===== config.mk =====
export PLATFORM = sky130hd
export DESIGN_NAME = ehf_func_ctrl
export DESIGN_NICKNAME = d
export VERILOG_FILES = /design/src/hdl/ehf_pkg.sv /design/src/hdl/ehf_func_ctrl.sv
export VERILOG_INCLUDE_DIRS = /design/src /design/src/hdl
export SDC_FILE = /design/constraint.sdc
export NUM_CORES = 1
export LEC_CHECK = 0
export ABC_AREA = 1
export BUFFER_PORTS_ARGS = -buffer_cell sky130_fd_sc_hd__buf_2
export CAP_MARGIN = 20
export CORE_ASPECT_RATIO = 1.1
export CORE_MARGIN = 4
export CORE_UTILIZATION = 58
export DETAILED_ROUTE_END_ITERATION = 12
export GPL_ROUTABILITY_DRIVEN = 0
export PLACE_DENSITY_LB_ADDON = 0.25
export SETUP_SLACK_MARGIN = 0.1
export SLEW_MARGIN = 40
export SYNTH_ARGS = -nofsm -noshare
export SYNTH_HDL_FRONTEND = slang
export SYNTH_SLANG_ARGS = --single-unit

===== constraint.sdc =====
create_clock -name ref_clk -period 5.6 [get_ports ref_clk]
set_clock_uncertainty 0.2 [all_clocks]
set_input_delay 0.56 -clock ref_clk [delete_from_list [all_inputs] [get_ports ref_clk]]
set_output_delay 0.56 -clock ref_clk [all_outputs]
set_load 0.01 [all_outputs]

===== src/hdl/ehf_consts.svh =====
// register map, field positions and reset values of the embedded function
`ifndef EHF_CONSTS_SVH
`define EHF_CONSTS_SVH

// register byte offsets on the avalon slave
`define EHF_FADDR_OFS 8'h00
`define EHF_INT_OFS 8'h04
`define EHF_MASK_OFS 8'h08
`define EHF_EP0_CTL_OFS 8'h0c
`define EHF_EP1_DATA_OFS 8'h10
`define EHF_EP1_BCNT_OFS 8'h14
`define EHF_EP1_CTL_OFS 8'h18
`define EHF_EP1_STAT_OFS 8'h1c
`define EHF_EP1_FLAG_OFS 8'h20
`define EHF_SETUP_LO_OFS 8'h24
`define EHF_SETUP_HI_OFS 8'h28

// interrupt register bits
`define EHF_INT_EP0_RX 0
`define EHF_INT_EP0_TX 1
`define EHF_INT_EP1_TX 2
`define EHF_INT_FUNCTION_RESET_FLAG 3
// function address register
`define EHF_FADDR_FEN 7
// ep1 transmit control / status / flag bits
`define EHF_CTL_CLR 7
`define EHF_CTL_SOW 6
`define EHF_CTL_STL 3
`define EHF_CTL_FEN 1
`define EHF_CTL_EN 0
`define EHF_STAT_SEQ 7
`define EHF_FLAG_TX_FIFO_OVERRUN_FLAG 0

// standard request that the function decodes itself
`define EHF_REQ_SET_ADDR 8'h05
`define EHF_RTYPE_STD_DEV 8'h00
// reset value of every function register except the ep1 flag register, which reads 8'h08 (fifo empty)
`define EHF_RESET_VAL 8'h00

`endif


===== src/hdl/ehf_pkg.sv =====
// types shared by the embedded function control logic
package ehf_pkg;
  typedef enum logic [1:0] {EHF_PID_SETUP, EHF_PID_IN, EHF_PID_OUT} ehf_pid_t;
  typedef enum logic [1:0] {EHF_RSP_ACK, EHF_RSP_DATA, EHF_RSP_NACK,
                            EHF_RSP_STALL} ehf_rsp_t;
  typedef enum logic [1:0] {EHF_TX_IDLE, EHF_TX_SEND, EHF_TX_WAIT} ehf_tx_t;
  typedef enum logic [2:0] {EHF_CS_IDLE, EHF_CS_DATA_IN, EHF_CS_DATA_OUT,
                            EHF_CS_STATUS_IN, EHF_CS_STATUS_OUT} ehf_cs_t;
endpackage


===== src/hdl/ehf_func_ctrl.sv =====
// embedded usb function control: registers, ep0 routing, ep1 interrupt data
// Contract
// [RL1] after reset come up as plain hub; all function registers at reset value
// [RL2] function address zero at power-up; function starts disconnected
// [RL3] attach to hub port 5 only when ep0 receive and transmit enables set
// [RL4] hub answers its own requests; function keeps a distinct address
// [RL5] irq stays high while any unmasked interrupt bit is pending
// [RL6] masked interrupt bits still set but do not drive irq
// [RL7] host port reset sets function reset flag, interrupt bit 3
// [RL8] function reset clears all but ep0 enables, reset flag and masks
// [RL9] mcu restores configuration first, then clears function reset flag
// [RL10] host powering the function port drives port five power on
// [RL11] host enabling the port sets function enabled flag, address bit 7
// [RL12] set-address decoded here and loaded; other requests go to mcu
// [RL13] control stages routed onto ep0 receive or ep0 transmit by direction
// [RL14] no-data control write: setup on receive, in status on transmit
// [RL15] interrupt data leaves through ep1 transmit, fifo of eight bytes
// [RL16] overfilling ep1 fifo sets overrun flag and ep1 transmit interrupt
// [RL17] fifo clear bit clears itself once the fifo reset is done
// [RL18] clearing overrun flag after fifo clear drops ep1 transmit interrupt
// [RL19] byte count write sets send enable; packet goes at next ep1 in
// [RL20] acked ep1 packet sets ack and interrupt, clears send enable
// [RL21] mcu clearing ack status drops ep1 transmit interrupt
// [RL22] ep1 in without send enable answers nack or stall, status updated
// [RL23] ep1 toggle picks data0/data1, flips on success, written only if override
// [RL24] irq is the or of pending bits anded with their masks
//
// The register addresses and the Avalon-MM register port were chosen for this implementation.
`include "ehf_consts.svh"
`timescale 1ns/1ps
`default_nettype none

module ehf_func_ctrl #(
  parameter int FIFO_DEPTH = 8
) (
  input wire logic ref_clk,
  input wire logic sys_rst,
  input wire logic [7:0] avs_address,
  input wire logic avs_read,
  input wire logic avs_write,
  input wire logic [31:0] avs_writedata,
  input wire logic [3:0] avs_byteenable,
  output logic [31:0] avs_readdata,
  output logic avs_waitrequest,
  input wire logic usb_port_power,
  input wire logic usb_port_enable,
  input wire logic usb_port_reset,
  input wire logic usb_tok_valid,
  input wire logic [1:0] usb_tok_pid,
  input wire logic [6:0] usb_tok_addr,
  input wire logic [3:0] usb_tok_ep,
  input wire logic [63:0] usb_setup_data,
  input wire logic usb_hs_ack,
  input wire logic usb_hs_fail,
  output logic usb_resp_valid,
  output logic [1:0] usb_resp_code,
  output logic usb_resp_data1,
  output logic usb_tx_valid,
  output logic [7:0] usb_tx_data,
  output logic usb_tx_last,
  output logic port_five_power_on,
  output logic port_connected,
  output logic irq
);
  localparam int PW = $clog2(FIFO_DEPTH) + 1;

  typedef struct packed {
    logic bus_ack;
    logic [31:0] rdata;
    logic [6:0] faddr;
    logic [6:0] pend_addr;
    logic pend_set;
    logic fen_flag;
    logic [3:0] irq_bits;
    logic [3:0] irq_mask;
    logic ep0_rx_en;
    logic ep0_tx_en;
    logic [63:0] setup;
    ehf_pkg::ehf_cs_t cstage;
    logic [FIFO_DEPTH-1:0][7:0] mem;
    logic [PW-1:0] wr_ptr;
    logic [PW-1:0] rd_ptr;
    logic [3:0] bcnt;
    logic [3:0] sent;
    logic clr;
    logic sow;
    logic stl;
    logic send_en;
    logic ep1_en;
    logic seq;
    logic st_stall;
    logic st_nack;
    logic st_err;
    logic st_ack;
    logic undr;
    logic tx_fifo_overrun_flag;
    ehf_pkg::ehf_tx_t tx;
    logic ep0_wait;
    logic rsp_v;
    ehf_pkg::ehf_rsp_t rsp;
    logic rsp_d1;
    logic txv;
    logic [7:0] txd;
    logic txl;
  } ehf_state_t;

  ehf_state_t state_ff;
  ehf_state_t nxt_state;
  logic req;
  logic done;
  logic wr;
  logic [7:0] wd;
  logic attached;
  logic hit;
  logic [PW-1:0] level;
  logic [31:0] rd;

  function automatic logic [PW-1:0] ehf_level(input logic [PW-1:0] w,
                                               input logic [PW-1:0] r);
    ehf_level = w - r;
  endfunction

  assign req = avs_read | avs_write;
  assign done = req & state_ff.bus_ack;
  assign wr = avs_write & done & avs_byteenable[0];
  assign wd = avs_writedata[7:0];
  // the hub sees port 5 only once both ep0 directions are on
  assign attached = state_ff.ep0_rx_en & state_ff.ep0_tx_en; // see [RL3]
  assign hit = usb_tok_valid & attached
               & (usb_tok_addr == state_ff.faddr); // see [RL4]
  assign level = ehf_level(state_ff.wr_ptr, state_ff.rd_ptr);

  // ************************************************************
  // register read mux
  // ************************************************************
  always_comb begin
    rd = 32'h0;
    case (avs_address)
      `EHF_FADDR_OFS: rd = {24'h0, state_ff.fen_flag, state_ff.faddr};
      `EHF_INT_OFS: rd = {28'h0, state_ff.irq_bits};
      `EHF_MASK_OFS: rd = {28'h0, state_ff.irq_mask};
      `EHF_EP0_CTL_OFS: rd = {25'h0, state_ff.cstage, 2'h0,
                              state_ff.ep0_tx_en, state_ff.ep0_rx_en};
      `EHF_EP1_BCNT_OFS: rd = {28'h0, state_ff.bcnt};
      `EHF_EP1_CTL_OFS: rd = {24'h0, state_ff.clr, state_ff.sow, 2'h0,
                              state_ff.stl, 1'h0, state_ff.send_en,
                              state_ff.ep1_en};
      `EHF_EP1_STAT_OFS: rd = {24'h0, state_ff.seq, 3'h0, state_ff.st_stall,
                               state_ff.st_nack, state_ff.st_err,
                               state_ff.st_ack};
      `EHF_EP1_FLAG_OFS: rd = {28'h0, level == '0,
                               level == PW'(FIFO_DEPTH), state_ff.undr,
                               state_ff.tx_fifo_overrun_flag};
      `EHF_SETUP_LO_OFS: rd = state_ff.setup[31:0];
      `EHF_SETUP_HI_OFS: rd = state_ff.setup[63:32];
      default: rd = 32'h0;
    endcase
  end

  // ************************************************************
  // next state
  // ************************************************************
  always_comb begin
    nxt_state = state_ff;
    nxt_state.rsp_v = 1'b0;
    nxt_state.txv = 1'b0;
    nxt_state.txl = 1'b0;
    // one wait cycle per access; read data captured before it is released
    nxt_state.bus_ack = req & ~state_ff.bus_ack;
    if (req & ~state_ff.bus_ack) begin
      nxt_state.rdata = rd;
    end
    nxt_state.fen_flag = usb_port_enable; // see [RL11]

    // software writes come first so that hardware sets below win
    if (wr) begin
      case (avs_address)
        `EHF_INT_OFS: begin
          nxt_state.irq_bits[`EHF_INT_EP0_RX] = state_ff.irq_bits[0] & ~wd[0];
          nxt_state.irq_bits[`EHF_INT_EP0_TX] = state_ff.irq_bits[1] & ~wd[1];
          nxt_state.irq_bits[`EHF_INT_FUNCTION_RESET_FLAG] = state_ff.irq_bits[3] & ~wd[3];
        end
        `EHF_MASK_OFS: nxt_state.irq_mask = wd[3:0];
        `EHF_EP0_CTL_OFS: begin
          nxt_state.ep0_rx_en = wd[0];
          nxt_state.ep0_tx_en = wd[1];
        end
        `EHF_EP1_DATA_OFS: begin
          if (level == PW'(FIFO_DEPTH)) begin
            nxt_state.tx_fifo_overrun_flag = 1'b1; // see [RL16]
          end else begin
            nxt_state.mem[state_ff.wr_ptr[PW-2:0]] = wd;
            nxt_state.wr_ptr = state_ff.wr_ptr + 1'b1;
          end
        end
        `EHF_EP1_BCNT_OFS: begin
          nxt_state.bcnt = wd[3:0];
          nxt_state.send_en = 1'b1; // see [RL19]
        end
        `EHF_EP1_CTL_OFS: begin
          nxt_state.clr = wd[`EHF_CTL_CLR];
          nxt_state.sow = wd[`EHF_CTL_SOW];
          nxt_state.stl = wd[`EHF_CTL_STL];
          nxt_state.send_en = wd[`EHF_CTL_FEN];
          nxt_state.ep1_en = wd[`EHF_CTL_EN];
        end
        `EHF_EP1_STAT_OFS: begin
          if (state_ff.sow) begin
            nxt_state.seq = wd[`EHF_STAT_SEQ]; // see [RL23]
          end
          nxt_state.st_ack = state_ff.st_ack & wd[0]; // see [RL21]
        end
        // overrun is only let go once the fifo clear has finished
        `EHF_EP1_FLAG_OFS: begin
          if (~state_ff.clr) begin
            nxt_state.tx_fifo_overrun_flag = state_ff.tx_fifo_overrun_flag & wd[`EHF_FLAG_TX_FIFO_OVERRUN_FLAG]; // see [RL18]
          end
        end
        default: ;
      endcase
    end

    // fifo clear takes one cycle, then the bit drops by itself
    if (state_ff.clr) begin
      nxt_state.wr_ptr = '0; // see [RL17]
      nxt_state.rd_ptr = '0;
      nxt_state.undr = 1'b0;
      nxt_state.send_en = 1'b0;
      nxt_state.clr = 1'b0;
    end

    // ep1 packet streaming, one byte per cycle straight from the fifo
    case (state_ff.tx)
      ehf_pkg::EHF_TX_SEND: begin
        nxt_state.txv = 1'b1;
        nxt_state.txd = 8'h00;
        if (4'(state_ff.sent) < 4'(level)) begin
          nxt_state.txd = state_ff.mem[PW'(state_ff.rd_ptr + PW'(state_ff.sent))
                                       & PW'(FIFO_DEPTH - 1)];
        end else begin
          nxt_state.undr = 1'b1;
        end
        nxt_state.sent = state_ff.sent + 1'b1;
        if (state_ff.sent + 1'b1 == state_ff.bcnt) begin
          nxt_state.txl = 1'b1;
          nxt_state.tx = ehf_pkg::EHF_TX_WAIT;
        end
      end
      ehf_pkg::EHF_TX_WAIT: begin
        if (usb_hs_ack) begin
          nxt_state.st_ack = 1'b1; // see [RL20]
          nxt_state.st_err = 1'b0;
          nxt_state.st_nack = 1'b0;
          nxt_state.st_stall = 1'b0;
          nxt_state.send_en = 1'b0;
          nxt_state.seq = ~state_ff.seq; // see [RL23]
          nxt_state.rd_ptr = state_ff.rd_ptr + PW'(state_ff.bcnt);
          nxt_state.tx = ehf_pkg::EHF_TX_IDLE;
        end else if (usb_hs_fail) begin
          // packet stays in the fifo for the host to retry
          nxt_state.st_err = 1'b1;
          nxt_state.tx = ehf_pkg::EHF_TX_IDLE;
        end
      end
      default: begin
        if (hit && usb_tok_ep == 4'h1 && usb_tok_pid == 2'(ehf_pkg::EHF_PID_IN)
            && state_ff.ep1_en) begin
          nxt_state.rsp_v = 1'b1;
          nxt_state.rsp_d1 = state_ff.seq;
          if (state_ff.send_en && ~state_ff.clr) begin
            nxt_state.rsp = ehf_pkg::EHF_RSP_DATA; // see [RL15]
            nxt_state.sent = 4'h0;
            nxt_state.tx = (state_ff.bcnt == 4'h0) ? ehf_pkg::EHF_TX_WAIT :
                           ehf_pkg::EHF_TX_SEND;
          end else begin
            nxt_state.rsp = state_ff.stl ? ehf_pkg::EHF_RSP_STALL :
                            ehf_pkg::EHF_RSP_NACK; // see [RL22]
            nxt_state.st_stall = state_ff.stl;
            nxt_state.st_nack = ~state_ff.stl;
            nxt_state.st_err = 1'b0;
            nxt_state.st_ack = 1'b0;
          end
        end
      end
    endcase

    // ep1 interrupt follows its sources and drops when all are cleared
    nxt_state.irq_bits[`EHF_INT_EP1_TX] = nxt_state.st_ack | nxt_state.tx_fifo_overrun_flag
                                          | nxt_state.undr; // see [RL18]

    // ************************************************************
    // ep0 control stage routing
    // ************************************************************
    if (hit && usb_tok_ep == 4'h0) begin
      nxt_state.rsp_v = 1'b1;
      nxt_state.rsp = ehf_pkg::EHF_RSP_ACK;
      case (usb_tok_pid)
        2'(ehf_pkg::EHF_PID_SETUP): begin
          if (usb_setup_data[7:0] == `EHF_RTYPE_STD_DEV &&
              usb_setup_data[15:8] == `EHF_REQ_SET_ADDR) begin
            nxt_state.pend_addr = usb_setup_data[22:16]; // see [RL12]
            nxt_state.pend_set = 1'b1;
            nxt_state.cstage = ehf_pkg::EHF_CS_STATUS_IN;
          end else begin
            nxt_state.setup = usb_setup_data;
            nxt_state.irq_bits[`EHF_INT_EP0_RX] = 1'b1;
            if (usb_setup_data[7]) begin
              nxt_state.cstage = ehf_pkg::EHF_CS_DATA_IN; // see [RL13]
            end else if (usb_setup_data[63:48] != 16'h0) begin
              nxt_state.cstage = ehf_pkg::EHF_CS_DATA_OUT;
            end else begin
              nxt_state.cstage = ehf_pkg::EHF_CS_STATUS_IN; // see [RL14]
            end
          end
        end
        2'(ehf_pkg::EHF_PID_OUT): begin
          nxt_state.irq_bits[`EHF_INT_EP0_RX] = 1'b1;
          if (state_ff.cstage == ehf_pkg::EHF_CS_DATA_IN ||
              state_ff.cstage == ehf_pkg::EHF_CS_STATUS_OUT) begin
            nxt_state.cstage = ehf_pkg::EHF_CS_IDLE; // see [RL13]
          end
        end
        default: begin
          // ep0 payload comes from the mcu side; only zero-length status here
          if (state_ff.cstage == ehf_pkg::EHF_CS_STATUS_IN ||
              state_ff.cstage == ehf_pkg::EHF_CS_DATA_OUT) begin
            nxt_state.rsp = ehf_pkg::EHF_RSP_DATA;
            nxt_state.rsp_d1 = 1'b1;
            nxt_state.ep0_wait = 1'b1;
          end else begin
            nxt_state.rsp = ehf_pkg::EHF_RSP_NACK;
          end
          if (state_ff.cstage == ehf_pkg::EHF_CS_DATA_IN) begin
            nxt_state.cstage = ehf_pkg::EHF_CS_STATUS_OUT;
          end
        end
      endcase
    end
    if (state_ff.ep0_wait && (usb_hs_ack || usb_hs_fail)) begin
      nxt_state.ep0_wait = 1'b0;
      if (usb_hs_ack) begin
        nxt_state.irq_bits[`EHF_INT_EP0_TX] = 1'b1;
        nxt_state.cstage = ehf_pkg::EHF_CS_IDLE;
        if (state_ff.pend_set) begin
          nxt_state.faddr = state_ff.pend_addr; // see [RL12]
          nxt_state.pend_set = 1'b0;
        end
      end
    end

    // host port reset wipes the function side, keeping ep0 enables and masks
    if (usb_port_reset) begin
      nxt_state = '0; // see [RL8]
      nxt_state.bus_ack = req & ~state_ff.bus_ack;
      nxt_state.rdata = (req & ~state_ff.bus_ack) ? rd : state_ff.rdata;
      nxt_state.ep0_rx_en = state_ff.ep0_rx_en;
      nxt_state.ep0_tx_en = state_ff.ep0_tx_en;
      nxt_state.irq_mask = state_ff.irq_mask;
      nxt_state.fen_flag = usb_port_enable;
      nxt_state.irq_bits[`EHF_INT_FUNCTION_RESET_FLAG] = 1'b1; // see [RL7]
    end
  end

  // all-zero is the documented reset image: address 0, detached
  always_ff @(posedge ref_clk) begin
    if (sys_rst) begin
      state_ff <= '0; // see [RL1] see [RL2]
    end else begin
      state_ff <= nxt_state;
    end
  end

  assign avs_waitrequest = req & ~state_ff.bus_ack;
  assign avs_readdata = state_ff.rdata;
  assign usb_resp_valid = state_ff.rsp_v;
  assign usb_resp_code = state_ff.rsp;
  assign usb_resp_data1 = state_ff.rsp_d1;
  assign usb_tx_valid = state_ff.txv;
  assign usb_tx_data = state_ff.txd;
  assign usb_tx_last = state_ff.txl;
  assign port_five_power_on = usb_port_power; // see [RL10]
  assign port_connected = attached;
  assign irq = |(state_ff.irq_bits & state_ff.irq_mask); // see [RL5] see [RL24]
endmodule

`default_nettype wire


* Word level (Yosys, flattened, before mapping)
Index checks and enable logic that the tools add are counted.
W data, S select, Z words.
** Storage, ports and cells
- Register bits after elaboration :: 235
- Output and inout bits :: 50
- Logic and storage cells :: 254
- Bits of input ports :: 131
** Operators by class
- Reductions and logical operators :: 48
- Eq/ne operators :: 28
- Order comparisons :: 4
- $add $sub $neg :: 5
- Bitwise gates (word level) :: 29
- Mux-type cells :: 95
** Operators with widths (number)
- $pmux W32 S10 :: 1
- $mux W68 :: 3
- $mux W186 :: 1
- $mux W64 :: 2
- $mux W67 :: 1
- $bwmux W64 :: 1
- $mux W4 :: 11
- $mux W8 :: 5
- $mux W1 :: 38
- $eq A8 B5 Y1 const B :: 4
- $mux W32 :: 1
- $mux W3 :: 9
- $bmux W8 S3 :: 1
- $demux W8 S3 :: 1
- $eq A8 B6 Y1 const B :: 3
- $reduce_and A3 Y1 :: 8
- $mux W2 :: 10
- $eq A8 B3 Y1 const B :: 2
- $eq A8 B4 Y1 const B :: 2
- $logic_not A8 Y1 :: 2
- $pmux W4 S2 :: 2
- $reduce_bool A16 Y1 :: 1
- $not A1 Y1 :: 13
- $and A1 B1 Y1 :: 12
- other kinds (38) :: 75

* Depth between registers and ports, before layout
- Depth in word-level cells :: 13
- Mapped depth :: 14
- Gate-level depth less buffers :: 14

* Worst setup path after synthesis
Ideal clock, no wire load.
- Kind :: register to register
- Start :: register state_ff[41] (netlist name)
- End :: register state_ff, in the netlist usb_tx_data[6]
- Library setup time :: 59 ps
- Stages on the path, launching flop included :: 14
- Path slack :: 2749 ps
- Required time :: 5341 ps
- Period minus slack after synthesis :: 2851 ps
- Data arrival time :: 2592 ps
- Cell sequence :: dfxtp_1 inv_1 ha_1 inv_1 fa_1 inv_1 ha_1 o21ai_0 nand2_1 a21oi_1 o21ai_0 nand2_1 o2111ai_1 nand2_1
** Between the ends
- Cells in the longest elaborated chain, start to end :: 3
** RTL lines
- start: declaration :: line ehf_func_ctrl.sv:107 : ehf_state_t state_ff;
- start signal: assignment :: line ehf_func_ctrl.sv:369 : state_ff <= nxt_state;
- $sub A4 B4 Y4 :: line ehf_func_ctrl.sv:120 : ehf_level = w - r;
- $lt A4 B4 Y1 :: line ehf_func_ctrl.sv:237 : if (4'(state_ff.sent) < 4'(level)) begin
- $mux W8 :: line ehf_func_ctrl.sv:237
No other way between the ends.
A chain may end at the register's enable or synchronous reset.

* Worst setup path after layout
Ends and elaborated chain as after synthesis.

==> summary.md <==
| Metric | Value |
|---|---|
| Status | completed |
| Flop pwr share | 49.4% |
| Worst hold path class | input pin to register |
| Leak | 0.00613 uW |
| Max-Cap Viols | 0 |
| Boundary Pins | 181 |
| Overall Global Routing Usage | 26.4% |
| Cell Rows | 54 |
| Area growth from synthesis to layout | 10.0% |
| Clk pwr share | 46.7% |
| Crit path cell chain | inv_1 > ha_1 > inv_1 > fa_1 > inv_1 > ha_1 > o21ai_0 > nand2_1 > a21oi_1 > o21ai_0 > nand2_1 > o2111ai_1 > nand2_1 |
| Fin Setup TNS | 0 ps |
| Setup Buffers After CTS | 0 |
| Fillcell total | 1815 |
| DR pass1 iterations | 5 |
| Int Pwr | 2630 uW |
| Final Non-Filler Cells | 2063 |
| Bufs on Longest Clock Path | 3 |
| Pwr/cell area | 262 mW/mm2 |
| Period utilization | 60.1% |
| # DRC | 0 |
| Final HPWL from detailed placement | 21400 um |
| Buffers added on ports | 151 |
| Post-synthesis cell count | 1724 |
| Multi-input gate area | 0.00550 mm2 |
| Worst hold margin | 44.7 ps |
| Final antenna-violating net count | 0 |
| Final setup viols | 0 |
| Worst setup EP type | register |
| Clk_lat worst skew | 520 ps |
| First-pass GRT wire length | 49000 um |
| Chip width | 144 um |
| Hold-fix buffers, CTS | 0 |
| Average vias per placed instance | 5.24 |
| Via count | 10800 |
| Critical Path AT | 3630 ps |
| Largest cells by area after synthesis | dfxtp_1 40%, nand2_1 14%, nor2_1 9.4% |
| Placed Cells | 2016 |
| Sw frac | 22.4% |
| H-Tree Depth | 1 |
| CTS tree | yes |
| Slowest-stage cell, CP | dfxtp_1 |
| Fin. max-slew vios | 0 |
| Syn Nets | 1871 |
| Max_slew headroom | 45.4% |
| Nets | 1938 |
| Yosys warns | 0 |
| Synth cell types | 41 |
| GRT overflow | 0 |
| Sequential cell area | 0.00470 mm2 |
| Pre-CTS setup slack | 2270 ps |
| Clock root buffer | clkbuf_16 |
| Synth area leader | dfxtp_1 |
| Layout cells sized above 1 | 12.4% |
| Final hold violation count | 0 |
| Top-area cell type share of the netlist area | 39.9% |
| Largest net degree at the start of global routing | 114 |
| CP peak stage delay | 620 ps |
| Worst-path maximum fanout | 8 |
| Cell area after synthesis | 0.0118 mm2 |
| Pwr Total | 3390 uW |
| Commonest non-fill, non-tap cells in the layout | 433 x nand2_1, 296 x nor2_1, 235 x dfxtp_1 |
| Tmin final | 3360 ps |
| Core area | 0.0199 mm2 |
| Routed WL | 30800 um |
| Num CTS Buffers | 25 |
| Seq cells post-synth | 235 |
| Initial Util | 59.1% |
| Die area | 0.0227 mm2 |
| Slew @ Worst Pin | 819 ps |
| Worst setup SP type | register |
| Initial DRC count | 674 |
| Vias in the first global route | 10100 |
| Worst Slack Setup Final | 2240 ps |
| Peak supply drop | 0.246 mV |
| Clk pin slew, worst setup/hold paths | 60 ps |
| Sink Count | 235 |
| Setup CP Type | register to register |
| Sw power | 759 uW |
| Die Height | 157 um |
| RSZ-0062 raised after global routing | no |
| Post_cts resized | 0 |
| Mapped Avg Cell Area | 6.83 um2 |
| Seq/Total Area, Yosys | 39.9% |
| Avg WL per Cell | 14.9 um |
| Commonest non-fill, non-tap cell in the layout | nand2_1 |
| Antenna violations before repair | 4 |
| Fmax | 297 MHz |
| Req. time, crit path | 5860 ps |
| Combinational Power Share | 4.0% |
==> Yosys cell counts (all sizes together) <==
| master | instances |
|---|---|
| dfxtp | 235 |
| nor3 | 7 |
| nor3b | 64 |
| xnor2 | 7 |
| a21oi | 120 |
| xor2 | 5 |
| a41oi | 1 |
| a22oi | 7 |
| nor2 | 303 |
| a211oi | 8 |
| ha | 13 |
| or2 | 2 |
| o22ai | 24 |
| inv | 222 |
| o32ai | 1 |
| a311oi | 1 |
| nand2 | 435 |
| buf | 80 |
| nand3b | 2 |
| nand4 | 21 |
| o2111ai | 1 |
| fa | 3 |
| clkbuf | 40 |
| o211ai | 3 |
| o21ai | 68 |
| a31oi | 2 |
| nand3 | 49 |
==> cell families (layout without fill, tap and decap cells) <==
group           count (synthesis)  count (layout)  share of synthesized area, %
buf+inv                       342             426                          13.6
fa+ha+maj                      16              16                          1.89
other cells                     0               3                             0
xor+xnor                       12              12                         0.956
flops                         235             235                          39.9
simple gates                  883             883                          32.8
compound gates                236             236                          10.8
==> power groups by stage <==
| stage | registers, uW | logic [uW] | clock network (uW) |
|---|---|---|---|
| 2_1_floorplan | 1710 | 62.3 | 0 |
| 3_3_place_gp | 1710 | 132 | 0 |
| 5_1_grt | 1670 | 145 | 1680 |
| 6_report | 1670 | 135 | 1580 |
| 3_5_place_dp | 1710 | 133 | 0 |
| 4_1_cts | 1670 | 134 | 1610 |
==> critical path: cells and delay by family, from the launching register on <==
family                     cells  cell delay [ps]
AOI/OAI and AO/OA              4              550
adders and majority gates      3              950
buffers and inverters          3              510
DFF                            1              620
and+or+nand+nor                3              470
==> routing by layer <==
metal / GRT usage (%) / wire, um
met1: 31.9 / 12900
met2: 47.1 / 15000
met3: 3.25 / 1720
met4: 11.1 / 1190
met5: 0 / 13
==> area by class of cell <==
type	count	area share [%]
clock inverters	7	0.483
repair buffers	160	6.41
clock buffers	37	5.48
well taps	252	2.43
inverters	222	6.43
multi-input cells	1147	42.4
diodes	3	0.0579
flip-flops and latches	235	36.3
==> final timing paths <==
kind                                                   from                           to  slack [ps]  cells after the start
worst max-delay path              state_ff[41]$_SDFFE_PP0P_  usb_tx_data[6]$_SDFFE_PP0P_        2240                     13
worst min-delay path                        usb_port_enable     state_ff[186]$_SDFF_PP0_          40                      3
worst max register to register    state_ff[41]$_SDFFE_PP0P_  usb_tx_data[6]$_SDFFE_PP0P_        2240                     13
worst min register to register  usb_tx_data[1]$_SDFFE_PP0P_  usb_tx_data[1]$_SDFFE_PP0P_         250                      2
==> stage by stage <==
step | area (um2) | utilization (%)
2_1_floorplan | 11800 | -
3_3_place_gp | 12200 | 61.1
3_5_place_dp | 12200 | 61.1
4_1_cts | 13000 | 65.0
5_1_grt | 13000 | 65.0
6_report | 13000 | 65.0
Note: power is estimated with default switching activity, not from simulation.
